[config.mk]
export PLATFORM = sky130hd
export DESIGN_NAME = ost_timer
export DESIGN_NICKNAME = d
export VERILOG_FILES = /design/src/ost_pkg.sv /design/src/ost_timer.sv
export SDC_FILE = /design/constraint.sdc
export NUM_CORES = 1
export LEC_CHECK = 0
export BUFFER_PORTS_ARGS = -buffer_cell sky130_fd_sc_hd__buf_2
export CORE_ASPECT_RATIO = 0.5
export CORE_MARGIN = 2
export CORE_UTILIZATION = 55
export CTS_BUF_LIST = sky130_fd_sc_hd__clkbuf_8
export DETAILED_ROUTE_END_ITERATION = 16
export GPL_TIMING_DRIVEN = 0
export PLACE_DENSITY_LB_ADDON = 0.3
export REMOVE_ABC_BUFFERS = 1
export SLEW_MARGIN = 5
export SYNTH_ARGS = -nofsm -noshare
export SYNTH_HDL_FRONTEND = slang
export SYNTH_SLANG_ARGS = --single-unit
[constraint.sdc]
create_clock -name clk_i -period 2.85 [get_ports clk_i]
set_clock_uncertainty 0.15 [all_clocks]
set_input_delay 0.1425 -clock clk_i [delete_from_list [all_inputs] [get_ports clk_i]]
set_output_delay 0.1425 -clock clk_i [all_outputs]
set_load 0.1 [all_outputs]
[src/ost_pkg.sv]
// Purpose: constants for the oscillation stabilization timer
// Assumes: one clock (clk_i, 40 MHz) standing in for the high-speed oscillator output
// Notes: register map, field positions, reset values, wait codes
// Functional notes
// - status register read-only, bit or byte reads
// - clear on reset, stop, osc-stop, clock-select
// - status 8 bits, bits 7-5 zero
// - flags set thermometer order at thresholds
// - after stop, count only during wait
// - wait count starts at oscillation start
// - cpu hold only when high-speed clock drives cpu
// - select register byte writes, reset 05H
// - select code in bits 2-0, rest zero
// - stop halts high-speed oscillator only
package ost_pkg;
  localparam logic [15:0] OST_SEL_ADDR    = 16'hFEA4; // select register address
  localparam logic [15:0] OST_STAT_ADDR   = 16'hFFA3; // status register address
  localparam logic [7:0]  OST_SEL_RESET   = 8'h05;    // select reset value
  localparam logic [7:0]  OST_STAT_RESET  = 8'h00;    // status reset value
  localparam int          OST_CODE_W      = 3;        // wait code width
  localparam int          OST_NFLAG       = 5;        // number of threshold flags
  localparam int          OST_CNT_W       = 17;       // counter reaches 2^16
  localparam logic [2:0]  OST_CODE_2P11   = 3'h1;     // wait codes
  localparam logic [2:0]  OST_CODE_2P13   = 3'h2;
  localparam logic [2:0]  OST_CODE_2P14   = 3'h3;
  localparam logic [2:0]  OST_CODE_2P15   = 3'h4;
  localparam logic [2:0]  OST_CODE_2P16   = 3'h5;
  localparam logic [16:0] OST_TH_2P11     = 17'h00800; // thresholds in osc cycles
  localparam logic [16:0] OST_TH_2P13     = 17'h02000;
  localparam logic [16:0] OST_TH_2P14     = 17'h04000;
  localparam logic [16:0] OST_TH_2P15     = 17'h08000;
  localparam logic [16:0] OST_TH_2P16     = 17'h10000;
  localparam int          OST_SYNC_STAGES = 3;        // pin synchroniser depth
endpackage

[src/ost_timer.sv]
// Purpose: stabilization counter, status/select registers, stop-release cpu hold
// Assumes: clk_i is the oscillator clock domain; osc_running_i comes from the oscillator pad
// Notes: register port is the cpu's internal byte-wide memory-manipulation path
//        after a stop release the count freezes at the selected wait until an osc-stop or clock-select clear
//        illegal wait codes act as the longest wait rather than leaving the cpu held forever
`timescale 1ns/1ps
module ost_timer (
  input  wire logic                    clk_i,           // 40 MHz, oscillator clock
  input  wire logic                    rst_b_i,         // sync reset, any reset source
  input  wire logic [15:0]             addr_i,          // cpu data address
  input  wire logic                    wr_i,            // byte write strobe
  input  wire logic                    rd_i,            // read strobe
  input  wire logic                    bit_op_i,        // access is a 1-bit instruction
  input  wire logic [2:0]              bit_sel_i,       // bit number for 1-bit access
  input  wire logic [7:0]              wdata_i,         // write data
  output logic      [7:0]              rdata_o,         // registered read data
  input  wire logic                    stop_exec_i,     // stop instruction executed, pulse
  input  wire logic                    stop_release_i,  // stop released, pulse
  input  wire logic                    main_osc_stop_bit_i,    // written one, pulse
  input  wire logic                    cpu_clock_select_bit_i, // written one, pulse
  input  wire logic                    cpu_on_hs_clk_i, // cpu runs from high-speed clock
  input  wire logic                    osc_running_i,   // oscillator pad active, async
  output logic                         osc_enable_o,    // oscillator enable
  output logic                         cpu_hold_o,      // holds cpu after stop release
  output logic [ost_pkg::OST_NFLAG-1:0] stat_o          // status flags, bit4 = 2^11
);
  import ost_pkg::*;

  // three-stage synchroniser; stage 0 read only by stage 1
  logic [OST_SYNC_STAGES-1:0] sync_ff, nxt_sync;
  logic                       run_ff, nxt_run;     // debounced oscillation-started level

  logic [7:0]           sel_ff, nxt_sel;           // select register
  logic [OST_CNT_W-1:0] cnt_ff, nxt_cnt;           // stabilization counter
  logic [OST_NFLAG-1:0] flag_ff, nxt_flag;         // thermometer flags
  logic                 wait_ff, nxt_wait;         // in post-stop wait window
  logic                 cap_ff, nxt_cap;           // count frozen at wait after stop
  logic                 hold_ff, nxt_hold;         // cpu hold output
  logic                 osc_ff, nxt_osc;           // oscillator enable
  logic [7:0]           rd_ff, nxt_rd;             // read data

  logic                 clr;                       // counter clearing event
  logic [OST_CNT_W-1:0] wait_lim;                  // selected wait in cycles

  // map a wait code to its cycle count; illegal codes fall back to longest
  function automatic logic [OST_CNT_W-1:0] code_to_cycles(input logic [2:0] code);
    unique case (code)
      OST_CODE_2P11: code_to_cycles = OST_TH_2P11;
      OST_CODE_2P13: code_to_cycles = OST_TH_2P13;
      OST_CODE_2P14: code_to_cycles = OST_TH_2P14;
      OST_CODE_2P15: code_to_cycles = OST_TH_2P15;
      OST_CODE_2P16: code_to_cycles = OST_TH_2P16;
      default:       code_to_cycles = OST_TH_2P16;
    endcase
  endfunction

  // any clearing event restarts the count
  assign clr = stop_exec_i | main_osc_stop_bit_i | cpu_clock_select_bit_i;
  assign wait_lim = code_to_cycles(sel_ff[OST_CODE_W-1:0]);

  // next-state logic for all state
  always_comb begin
    nxt_sync = {sync_ff[OST_SYNC_STAGES-2:0], osc_running_i};
    // change counts once stages 1 and 2 agree
    nxt_run  = (sync_ff[1] == sync_ff[2]) ? sync_ff[2] : run_ff;
    nxt_sel  = sel_ff;
    nxt_cnt  = cnt_ff;
    nxt_flag = flag_ff;
    nxt_wait = wait_ff;
    nxt_cap  = cap_ff;
    nxt_hold = hold_ff;
    nxt_osc  = osc_ff;
    nxt_rd   = rd_ff;

    // select register: byte writes only, bit instructions ignored
    if (wr_i && !bit_op_i && addr_i == OST_SEL_ADDR) begin
      nxt_sel = {5'h00, wdata_i[OST_CODE_W-1:0]};
    end

    // stop halts the high-speed oscillator; release restarts it
    if (stop_exec_i) begin
      nxt_osc  = 1'b0;
      nxt_wait = 1'b0;
      // drop the stale oscillation level at once; a quick release would
      // otherwise count the restart gap as if the crystal already ran
      nxt_sync = '0;
      nxt_run  = 1'b0;
    end else if (stop_release_i) begin
      nxt_osc  = 1'b1;
      nxt_wait = 1'b1;
      nxt_cap  = 1'b1;
      nxt_hold = cpu_on_hs_clk_i;
    end

    // a non-stop clear restarts a free count up to the last threshold
    if (main_osc_stop_bit_i || cpu_clock_select_bit_i) begin
      nxt_cap = 1'b0;
    end

    if (clr) begin
      nxt_cnt  = '0;
      nxt_flag = '0;
    end else if (run_ff && osc_ff) begin
      // counts only after oscillation started; after a stop release it stays
      // frozen at the selected wait so later flags never appear
      if (!(cap_ff && cnt_ff >= wait_lim) && cnt_ff != OST_TH_2P16) begin
        nxt_cnt = cnt_ff + 17'h00001;
      end
      if (wait_ff && cnt_ff >= wait_lim) begin
        nxt_wait = 1'b0;
        nxt_hold = 1'b0;
      end
      // thermometer flags, sticky until cleared
      nxt_flag = flag_ff | {cnt_ff >= OST_TH_2P11, cnt_ff >= OST_TH_2P13, cnt_ff >= OST_TH_2P14,
                            cnt_ff >= OST_TH_2P15, cnt_ff >= OST_TH_2P16};
    end

    // read mux; status is read-only, writes to it fall through
    if (rd_i) begin
      unique case (addr_i)
        OST_STAT_ADDR: nxt_rd = {3'h0, flag_ff};
        OST_SEL_ADDR:  nxt_rd = sel_ff;
        default:       nxt_rd = 8'h00;
      endcase
      if (bit_op_i) begin
        nxt_rd = {7'h00, nxt_rd[bit_sel_i]};
      end
    end
  end

  // registers only
  always_ff @(posedge clk_i) begin
    if (!rst_b_i) begin
      sync_ff <= '0;
      run_ff  <= 1'b0;
      sel_ff  <= OST_SEL_RESET;
      cnt_ff  <= '0;
      flag_ff <= OST_STAT_RESET[OST_NFLAG-1:0];
      wait_ff <= 1'b0;
      cap_ff  <= 1'b0;
      hold_ff <= 1'b0;
      osc_ff  <= 1'b1;
      rd_ff   <= 8'h00;
    end else begin
      sync_ff <= nxt_sync;
      run_ff  <= nxt_run;
      sel_ff  <= nxt_sel;
      cnt_ff  <= nxt_cnt;
      flag_ff <= nxt_flag;
      wait_ff <= nxt_wait;
      cap_ff  <= nxt_cap;
      hold_ff <= nxt_hold;
      osc_ff  <= nxt_osc;
      rd_ff   <= nxt_rd;
    end
  end

  assign rdata_o      = rd_ff;
  assign osc_enable_o = osc_ff;
  assign cpu_hold_o   = hold_ff;
  assign stat_o       = flag_ff;

  // assertions; each guards a register that a rule pins down

  // status flags: thermometer order, sticky, cleared together
  a_flags_thermo: assert property (@(posedge clk_i) disable iff (!rst_b_i)
    (!flag_ff[0] || flag_ff[1]) && (!flag_ff[1] || flag_ff[2]) && (!flag_ff[2] || flag_ff[3])
    && (!flag_ff[3] || flag_ff[4]))
    else $error("flags not thermometer");
  a_flags_sticky: assert property (@(posedge clk_i) disable iff (!rst_b_i)
    !clr && |flag_ff |=> (flag_ff & $past(flag_ff)) == $past(flag_ff))
    else $error("flag dropped");
  a_clear_event: assert property (@(posedge clk_i) disable iff (!rst_b_i)
    clr |=> cnt_ff == '0 && flag_ff == '0)
    else $error("clear missed");
  a_first_flag: assert property (@(posedge clk_i) disable iff (!rst_b_i)
    !clr && run_ff && osc_ff && cnt_ff == OST_TH_2P11 |=> flag_ff[4])
    else $error("2^11 flag late");

  // wait window: count capped, frozen after the wait, never started early
  a_wait_cap: assert property (@(posedge clk_i) disable iff (!rst_b_i)
    wait_ff |-> cnt_ff <= wait_lim)
    else $error("count beyond wait");
  a_cap_freeze: assert property (@(posedge clk_i) disable iff (!rst_b_i)
    !clr && cap_ff && cnt_ff >= wait_lim |=> cnt_ff == $past(cnt_ff))
    else $error("count ran past wait");
  a_no_osc_count: assert property (@(posedge clk_i) disable iff (!rst_b_i)
    !clr && !run_ff |=> cnt_ff == $past(cnt_ff))
    else $error("counted before oscillation");
  a_stop_sync: assert property (@(posedge clk_i) disable iff (!rst_b_i)
    stop_exec_i |=> !run_ff && sync_ff == '0)
    else $error("stale oscillation level");

  // cpu hold follows the clock source and the wait
  a_hold_source: assert property (@(posedge clk_i) disable iff (!rst_b_i)
    stop_release_i && !stop_exec_i && !cpu_on_hs_clk_i |=> !cpu_hold_o)
    else $error("hold on internal clock");
  a_hold_set: assert property (@(posedge clk_i) disable iff (!rst_b_i)
    stop_release_i && !stop_exec_i && cpu_on_hs_clk_i |=> cpu_hold_o)
    else $error("hold not raised");
  a_hold_drop: assert property (@(posedge clk_i) disable iff (!rst_b_i)
    !clr && wait_ff && run_ff && osc_ff && cnt_ff >= wait_lim |=> !cpu_hold_o)
    else $error("hold past wait");

  // select register: byte writes only, upper bits zero
  a_sel_upper: assert property (@(posedge clk_i) disable iff (!rst_b_i)
    sel_ff[7:3] == 5'h00)
    else $error("select upper bits set");
  a_sel_write: assert property (@(posedge clk_i) disable iff (!rst_b_i)
    wr_i && !bit_op_i && addr_i == OST_SEL_ADDR |=> sel_ff == {5'h00, $past(wdata_i[OST_CODE_W-1:0])})
    else $error("select write lost");
  a_sel_bit_wr: assert property (@(posedge clk_i) disable iff (!rst_b_i)
    wr_i && bit_op_i |=> sel_ff == $past(sel_ff))
    else $error("select took bit write");

  // oscillator enable around stop
  a_stop_osc: assert property (@(posedge clk_i) disable iff (!rst_b_i)
    stop_exec_i |=> !osc_enable_o)
    else $error("oscillator not stopped");
  a_release_osc: assert property (@(posedge clk_i) disable iff (!rst_b_i)
    stop_release_i && !stop_exec_i |=> osc_enable_o)
    else $error("oscillator not restarted");

  // read path: status byte and single-bit reads
  a_stat_upper: assert property (@(posedge clk_i) disable iff (!rst_b_i)
    rd_i && !bit_op_i && addr_i == OST_STAT_ADDR |=> rdata_o == {3'h0, $past(flag_ff)})
    else $error("status read wrong");
  a_bit_read: assert property (@(posedge clk_i) disable iff (!rst_b_i)
    rd_i && bit_op_i |=> rdata_o[7:1] == 7'h00)
    else $error("bit read upper bits");
endmodule

## Word-level counts from Yosys, hierarchy flattened

Cells that the tools add are included.

- Input port bits: 38
- Logic and storage cells: 64
- Output and inout port bits: 15
- Flip-flop bits (word level): 41

- Reductions and logical operators: 15
- Bitwise operators: 5
- Multiplexer cells: 18
- Equality and inequality tests: 8
- Add/subtract/negate cells: 1
- Magnitude comparators: 7

Operator list:

| cell | number |
|---|---|
| 17-bit case mux with 4 select lines | 1 |
| 16-bit equality test, second input constant | 2 |
| 17-bit by 1-bit adder with 17-bit output, second input constant | 1 |
| 17-bit by 12-bit greater-or-equal comparator with 1-bit output, second input constant | 1 |
| 17-bit by 14-bit greater-or-equal comparator with 1-bit output, second input constant | 1 |
| 17-bit by 15-bit greater-or-equal comparator with 1-bit output, second input constant | 1 |
| 17-bit by 16-bit greater-or-equal comparator with 1-bit output, second input constant | 1 |
| 17-bit greater-or-equal comparator | 1 |
| 17-bit greater-or-equal comparator, second input constant | 1 |
| 17-bit != test, second input constant | 1 |
| 8-bit 2-to-1 mux | 2 |
| 1-bit 2-to-1 mux | 13 |
| 5-bit case mux with 2 select lines | 1 |
| 3-bit by 2-bit equality test with 1-bit output, second input constant | 2 |
| 1-bit logical AND | 6 |
| 2-bit OR reduction | 3 |
| 5-bit OR | 1 |
| 3-bit by 4-bit < comparator with 1-bit output, second input constant | 1 |
| 2-bit AND reduction | 2 |
| 1-bit binary-select mux with 3-bit select | 1 |
| 3-bit by 1-bit equality test with 1-bit output, second input constant | 1 |
| 3-bit equality test, second input constant | 1 |
| 1-bit logical NOT | 2 |
| 1-bit NOT | 2 |
| 4 further kinds | 5 |

## Logic depth before layout (Yosys ltp)

Gate-level depths: netlist of run 1.

- Word-level depth: 7
- Gate-level depth with buffers: 10
- Depth with buffers taken out: 9

## Worst setup path after synthesis of run 1

Ideal clock, no wire load.

- Path kind: reg2reg
- Start: register sel_ff[1]
- End: register cnt_ff[11]
- Data required time: 2.628 ns
- Path slack: 0.369 ns
- Arrival: 2.259 ns
- Period minus slack after synthesis: 2.481 ns
- Buffers on the path: 0
- Setup time: 0.072 ns
- Cell stages (with the launch flop): 9
- Cell sequence: dfxtp_1 or3b_1 ha_1 and4_1 a41oi_2 o21a_2 o21ai_2 or4_1 a21oi_1

- Word-level cells in the longest chain between the ends: 7
- Elaborated cells on any way between the ends: 10
- Those cells by class: order compare (1); eq/ne (4); mux (1); reduce/logical (4)

RTL lines:

| element | RTL line | text |
|---|---|---|
| start: declaration | ost_timer.sv:33 | `logic [7:0] sel_ff, nxt_sel;` |
| start signal: assignment | ost_timer.sv:147 | `sel_ff <= nxt_sel;` |
| 3-bit equality test (tied with other cells) | ost_timer.sv:47 | `unique case (code)` |
| 17-bit case mux with 4 select lines * | ost_timer.sv:47 |  |
| 17-bit greater-or-equal comparator * | ost_timer.sv:106 | `if (!(cap_ff && cnt_ff >= wait_lim) && cnt_ff != OST_TH_2P16) begin` |
| 1-bit logical AND * | ost_timer.sv:106 |  |
| 1-bit logical NOT * | ost_timer.sv:106 |  |
| 1-bit logical AND * | ost_timer.sv:106 |  |
| 2-bit AND reduction (no source line) * | - |  |
| end signal: assignment | ost_timer.sv:148 | `cnt_ff <= nxt_cnt;` |
| end: declaration | ost_timer.sv:34 | `logic [OST_CNT_W-1:0] cnt_ff, nxt_cnt;` |

Mark *: on every way between the ends. The rest lies on a longest branch, timed or not.
A chain may end at the register's enable or synchronous reset.

## Final worst setup path of run 1

Ends and elaborated chain as after synthesis.

==> results of run 1 <==
-- Yosys cell counts, types with 2 or more instances --
cell / count / area share (%)
nor3_1: 4 / 0.96
inv_1: 7 / 1.3
nor4_1: 3 / 0.90
and3_1: 3 / 0.90
nand3_1: 7 / 1.7
a211oi_1: 6 / 2.2
xnor2_1: 10 / 4.2
nand4_1: 8 / 2.4
nor4b_1: 4 / 1.7
a31o_1: 4 / 1.7
a22oi_1: 3 / 1.1
and2_1: 8 / 2.4
and4_1: 2 / 0.84
o21ai_2: 2 / 0.84
a31oi_1: 2 / 0.60
o21a_1: 2 / 0.72
nor2b_1: 6 / 1.8
ha_1: 7 / 4.2
clkbuf_1: 7 / 1.3
nand2b_1: 4 / 1.2
dfxtp_1: 38 / 37
o211a_1: 3 / 1.4
mux2i_1: 5 / 2.4
buf_4: 3 / 1.1
nor2_1: 26 / 4.7
o22ai_1: 3 / 0.90
o21ai_0: 6 / 1.4
a21oi_1: 13 / 3.1
nand2_1: 22 / 4.0
-- worst reg2reg max path, delay by kind of cell, from the launching register on --
kind                       cells  cell delay, ns
DFF                            1            0.43
adders and majority gates      1            0.33
and+or+nand+nor                3            1.07
AOI/OAI and AO/OA              4            0.68
-- timing repair --
item	4_1_cts	5_1_grt
hold buffers	10	0
endpoints found under the setup margin	0	0
hold endpoints to repair	7	0
-- sequential cells by signal, indices dropped and copies added, names as in the netlist --
register and flops:
cnt_ff 17, rdata_o 5, stat_o 5, sel_ff 3
sync_ff 3, cap_ff 1, cpu_hold_o 1, osc_enable_o 1
run_ff 1, wait_ff 1
-- power by group through the flow --
| stage | clock, W | combinational [W] | sequential (W) |
|---|---|---|---|
| 2_1_floorplan | 0 | 0.0000338 | 0.000560 |
| 3_3_place_gp | 0 | 0.0000772 | 0.000548 |
| 3_5_place_dp | 0 | 0.0000787 | 0.000549 |
| 4_1_cts | 0.000556 | 0.0000878 | 0.000536 |
| 5_1_grt | 0.000580 | 0.0000938 | 0.000537 |
| 6_report | 0.000554 | 0.0000888 | 0.000536 |
-- cell families (layout without fill, tap and decap cells) --
family                   after synthesis  in the layout  share of synthesized area [%]
AND/OR/NAND/NOR                      108            108                           28.4
AO/OA/AOI/OAI                         52             52                           18.8
flip-flops                            38             38                           36.6
buffers and inverters                 20             70                           4.27
XOR/XNOR                              11             11                           4.63
adder cells (fa/ha/maj)                7              7                           4.21
multiplexers                           6              6                           2.95
other                                  1              3                          0.180
-- path summary, 6_finish.rpt --
path | to | slack, ns | depth (start not counted) | start
worst min-delay path | rdata_o[0]$_SDFFE_PN0P_ | 0.01 | 4 | bit_sel_i[1]
worst max-delay path | cnt_ff[11]$_SDFFE_PP0P_ | 0.11 | 8 | sel_ff[1]$_SDFFE_PN0P_
worst max register to register | cnt_ff[11]$_SDFFE_PP0P_ | 0.11 | 8 | sel_ff[1]$_SDFFE_PN0P_
worst min register to register | sync_ff[1]$_SDFF_PP0_ | 0.28 | 1 | sync_ff[0]$_SDFF_PP0_
-- cell type report --
class / count / area [µm²] / area share, %
clock inverter: 3 / 68.8 / 2.70
timing repair buffer: 54 / 320 / 12.5
clock buffer: 5 / 68.8 / 2.70
multi-input combinational: 187 / 1240 / 48.5
inverter: 8 / 31.3 / 1.23
tap: 51 / 63.8 / 2.50
sequential: 38 / 761 / 29.8
-- routing by layer --
metal  global-route usage [%]  wire, µm  vias up
li1                         -         -      976
met1                     28.7      2210      959
met2                     44.4      2520      116
met3                     6.14       437        7
met4                     10.9        60        0
met5                        0         0        -
-- through the flow --
step / total power [W] / cell area (µm²) / worst slack (ns)
detailed placement: 0.000627 / 2310 / 0.174
CTS: 0.00118 / 2550 / 0.148
floorplan: 0.000594 / 2030 / 0.363
global route: 0.00121 / 2550 / 0.0227
global placement: 0.000626 / 2310 / 0.241
finish: 0.00118 / 2550 / 0.113
==> results.cfg, run 1 <==
[die]
fp.dieH_um = 47.5
die_width_um = 91.0
dieArea_mm2 = 0.00432
rows = 15
initial_core_util_pct = 59.0
top_level_ports = 53
core_region_area_mm2 = 0.00353

[grt]
overflow = 0
grt_pass1_wl_um = 8120
grt.total_usage_pct = 24.2
antenna_found_initial = 0
grt_max_degree = 20
grt_pass1_vias = 1837

[route]
vias = 2058
wire_per_inst_um = 15.1
vias_per_cell = 5.95
wl_um = 5220
ant_nets = 0
drt_iter0_drc = 94
route.detailed.drc = 0
first_pass_iters = 4

[sta]
rsz0062_at_grt = false
whs_ns = 0.0120
setup_viol = 0
fin_setup_tns_ns = 0
fmax_ghz = 0.365
worst_pin_slew_ns = 1.05
slew_headroom_pct = 29.7
maxSlewViolCount = 0
hold_viol = 0
fin_crit_ns = 2.74
fin_crit_sh_pct = 96.0

[setup_path]
critPathKind = flop to flop
path_delay_family = simple AND/OR/NAND/NOR gates
slowest_stage = or4_1
cp-start-kind = flop
crit_fanout = 6
crit_chain = or3b_1 -> ha_1 -> and4_1 -> a41oi_2 -> o21a_2 -> o21ai_2 -> or4_1 -> a21oi_1
worst-path-buf-inv = 0
worstPathRequired_ns = 2.90
cp-end-kind = flop
arrival_ns = 2.79
max_stage_delay_ns = 0.50

[run]
maxCapViolCount = 0

[place]
dpl.hpwl_um = 3430
routabilityCongestion = 0.798
port-buffer-count = 44
dp_cells = 328

[synth]
syn_inst = 243
ys_async_sr_fraction_pct = 0
synth_seq_cells = 38
ys_warn_count = 0
yosysSeqAreaShare_pct = 36.6
avgSynthCellArea_um2 = 8.56
synth_edf_count = 0
synth.distinct_cells = 54
syn_area_mm2 = 0.00208
yosys_most_used_dff = dfxtp_1

[power]
p_sw_share_pct = 22.2
intPower_w = 0.000918
p_leak_nw = 0.952
power.switching_w = 0.000262
clkPwrFrac_pct = 47.0
power_frac_seq_pct = 45.5
combPwrFrac_pct = 7.5
vdd_drop_max_uv = 287
powerDensity_mw_per_mm2 = 462

[clocking]
cts-root-buf = clkbuf_8
cts_tree = done
cts_buffers = 5
insertion_delay_ns = 0.30
cts.sinks = 38
htree_levels = 2
cts_resized = 0
clockBufferDepth = 2
postCtsSetupRepairBufs = 0
path_clk_slew_ns = 0.08

[final_layout]
fin_cells = 346
n_fill_cell = 274
final_nets = 339
layout_commonest_cell = buf_2
post-route-util_pct = 72.3
area_growth_pct = 22.7
antenna_cells = 0
layout_common_cells = 44 x buf_2, 38 x dfxtp_1, 26 x nor2_1, 22 x nand2_1, 13 x a21oi_1
drive_gt1_share_pct = 21.4

[min_path]
hold_path_class = primary input to flop

[run_status]
status = finished clean
(Power assumes the default switching activity.)
==> run 2, diff against run 1 <==
Settings changed: CORE_MARGIN 2 to 5, CTS_CLUSTER_DIAMETER set to 80, RECOVER_POWER set to 25.
==> results.cfg, run 2 (synthesis results as in run 1) <==
[run_status]
status = finished clean

[setup_path]
cp-start-kind = flop
cp-end-kind = flop
r2r-start = sel_ff[2]$_SDFFE_PN1P_
critPathKind = flop to flop
crit_fanout = 7
regToRegSetupSlack_ns = 0.15
r2r_end = cnt_ff[11]$_SDFFE_PP0P_
arrival_ns = 2.77
rr_worst_depth = 8
worstPathRequired_ns = 2.92

[grt]
grt_pass1_wl_um = 9150
grt.total_usage_pct = 22.5
grt_max_degree = 20
overflow = 0
antenna_found_initial = 0
grt_pass1_vias = 1948

[final_layout]
n_fill_cell = 275
seq_area_um2 = 762
postLayoutCellArea_mm2 = 0.00256
regMostFlops = cnt_ff
multiInputGateArea_mm2 = 0.00124
antenna_cells = 0
drive_gt1_share_pct = 18.9
area_growth_pct = 23.2
final_nets = 341
layout_commonest_cell = dfxtp_1
largest_register_ffs = 17
fin_cells = 348
layout_common_cells = 37 x dfxtp_1, 36 x buf_2, 26 x nor2_1, 22 x nand2_1, 13 x a21oi_1

[min_path]
hold_end = rdata_o[4]$_SDFFE_PN0P_
hold_path_class = primary input to flop
worstHoldPathCells = 3
hold_start = rd_i

[die]
fp.dieH_um = 53.5
die_width_um = 97.0
initial_core_util_pct = 59.0
dieArea_mm2 = 0.00519
top_level_ports = 53
core_region_area_mm2 = 0.00353
rows = 15

[sta]
fin_crit_ns = 2.70
maxSlewViolCount = 0
hold_viol = 0
rsz0062_at_grt = false
worst_pin_slew_ns = 1.17
fin_crit_sh_pct = 94.7
fin_setup_tns_ns = 0
setup_viol = 0
slew_headroom_pct = 22.3
fmax_ghz = 0.371

[power]
powerDensity_mw_per_mm2 = 461
clkPwrFrac_pct = 46.9
power.switching_w = 0.000263
combPwrFrac_pct = 7.7
p_leak_nw = 0.928
vdd_drop_max_uv = 238
p_sw_share_pct = 22.3
intPower_w = 0.000919
power_frac_seq_pct = 45.4

[place]
dpl-instance-area_mm2 = 0.00231
dp_cells = 328
port-buffer-count = 44
routabilityCongestion = 0.828
dpl.hpwl_um = 3750

[clocking]
htree_levels = 2
clockBufferDepth = 2
cts-root-buf = clkbuf_8
cts_buffers = 5
cts.sinks = 38
path_clk_slew_ns = 0.08
cts_tree = done
insertion_delay_ns = 0.30

[route]
vias = 2022
route.detailed.drc = 0
wire_per_inst_um = 15.8
wl_um = 5500
first_pass_iters = 4
vias_per_cell = 5.81
drt_iter0_drc = 101
ant_nets = 0

[run]
maxCapViolCount = 0
-- run 2: cell types whose count changed in the layout (fill, tap and decap cells not counted), sizes merged --
| cell | change |
|---|---|
| buf | -8 |
| clkbuf | +8 |
| dlygate4sd3 | +2 |
-- run 2: worst max-delay path by stage --
stage / start / endpoint / slack [ns] / cells past startpoint
6_report: sel_ff[2]$_SDFFE_PN1P_ / cnt_ff[11]$_SDFFE_PP0P_ / 0.15 / 8
5_1_grt: sel_ff[2]$_SDFFE_PN1P_ / cnt_ff[11]$_SDFFE_PP0P_ / 0.06 / 8
4_1_cts: sel_ff[1]$_SDFFE_PN0P_ / cnt_ff[11]$_SDFFE_PP0P_ / 0.12 / 8
3_5_place_dp: sel_ff[1]$_SDFFE_PN0P_ / cnt_ff[5]$_SDFFE_PP0P_ / 0.16 / 8
3_3_place_gp: sel_ff[1]$_SDFFE_PN0P_ / cnt_ff[11]$_SDFFE_PP0P_ / 0.22 / 8
2_1_floorplan: sel_ff[1]$_SDFFE_PN0P_ / cnt_ff[11]$_SDFFE_PP0P_ / 0.36 / 8
-- run 2: worst max-delay path: stages, from the launching register on --
cell and delay [ns]:
dfxtp_1 0.38, or3b_1 0.39, ha_1 0.33, and4_1 0.17, a41oi_2 0.21, o21a_2 0.21
o21ai_2 0.10, or4_1 0.51, a21oi_1 0.15
-- run 2: power groups by stage --
stage | registers, W | logic, W | clock network, W
6_report | 0.000536 | 0.0000914 | 0.000554
5_1_grt | 0.000537 | 0.0000974 | 0.000585
4_1_cts | 0.000536 | 0.0000906 | 0.000555
3_5_place_dp | 0.000549 | 0.0000795 | 0
3_3_place_gp | 0.000548 | 0.0000771 | 0
2_1_floorplan | 0.000560 | 0.0000338 | 0
-- run 2: layer usage --
metal	up-vias	GRT usage, %	routed length [µm]
met1	936	25.0	2300
met3	10	9.34	546
li1	982	-	-
met5	-	0	0
met4	0	6.76	77
met2	94	40.3	2580
-- run 2: layout make-up --
class / instances / area share (%)
Clock buffer: 5 / 2.68
Clock inverter: 3 / 2.68
Inverter: 8 / 1.22
Multi-Input combinational cell: 187 / 48.3
Sequential cell: 38 / 29.7
Tap cell: 51 / 2.49
Timing Repair Buffer: 56 / 12.9
-- run 2: repair_timing --
item | 4_1_cts | 5_1_grt
resized for setup | 0 | 1
hold endpoints to repair | 8 | 0
buffers inserted | 0 | 0
setup endpoints to repair | 0 | 1
hold buffers | 12 | 0
-- run 2: metrics by stage --
step	utilization [%]	hold slack [ns]	total power, W	setup WS, ns
floorplan	-	0.0544	0.000594	0.363
global placement	65.6	0.191	0.000626	0.218
detailed placement	65.6	0.209	0.000628	0.159
CTS	72.9	0.0139	0.00118	0.121
global route	72.7	0.0375	0.00122	0.0553
finish	72.7	0.0297	0.00118	0.152
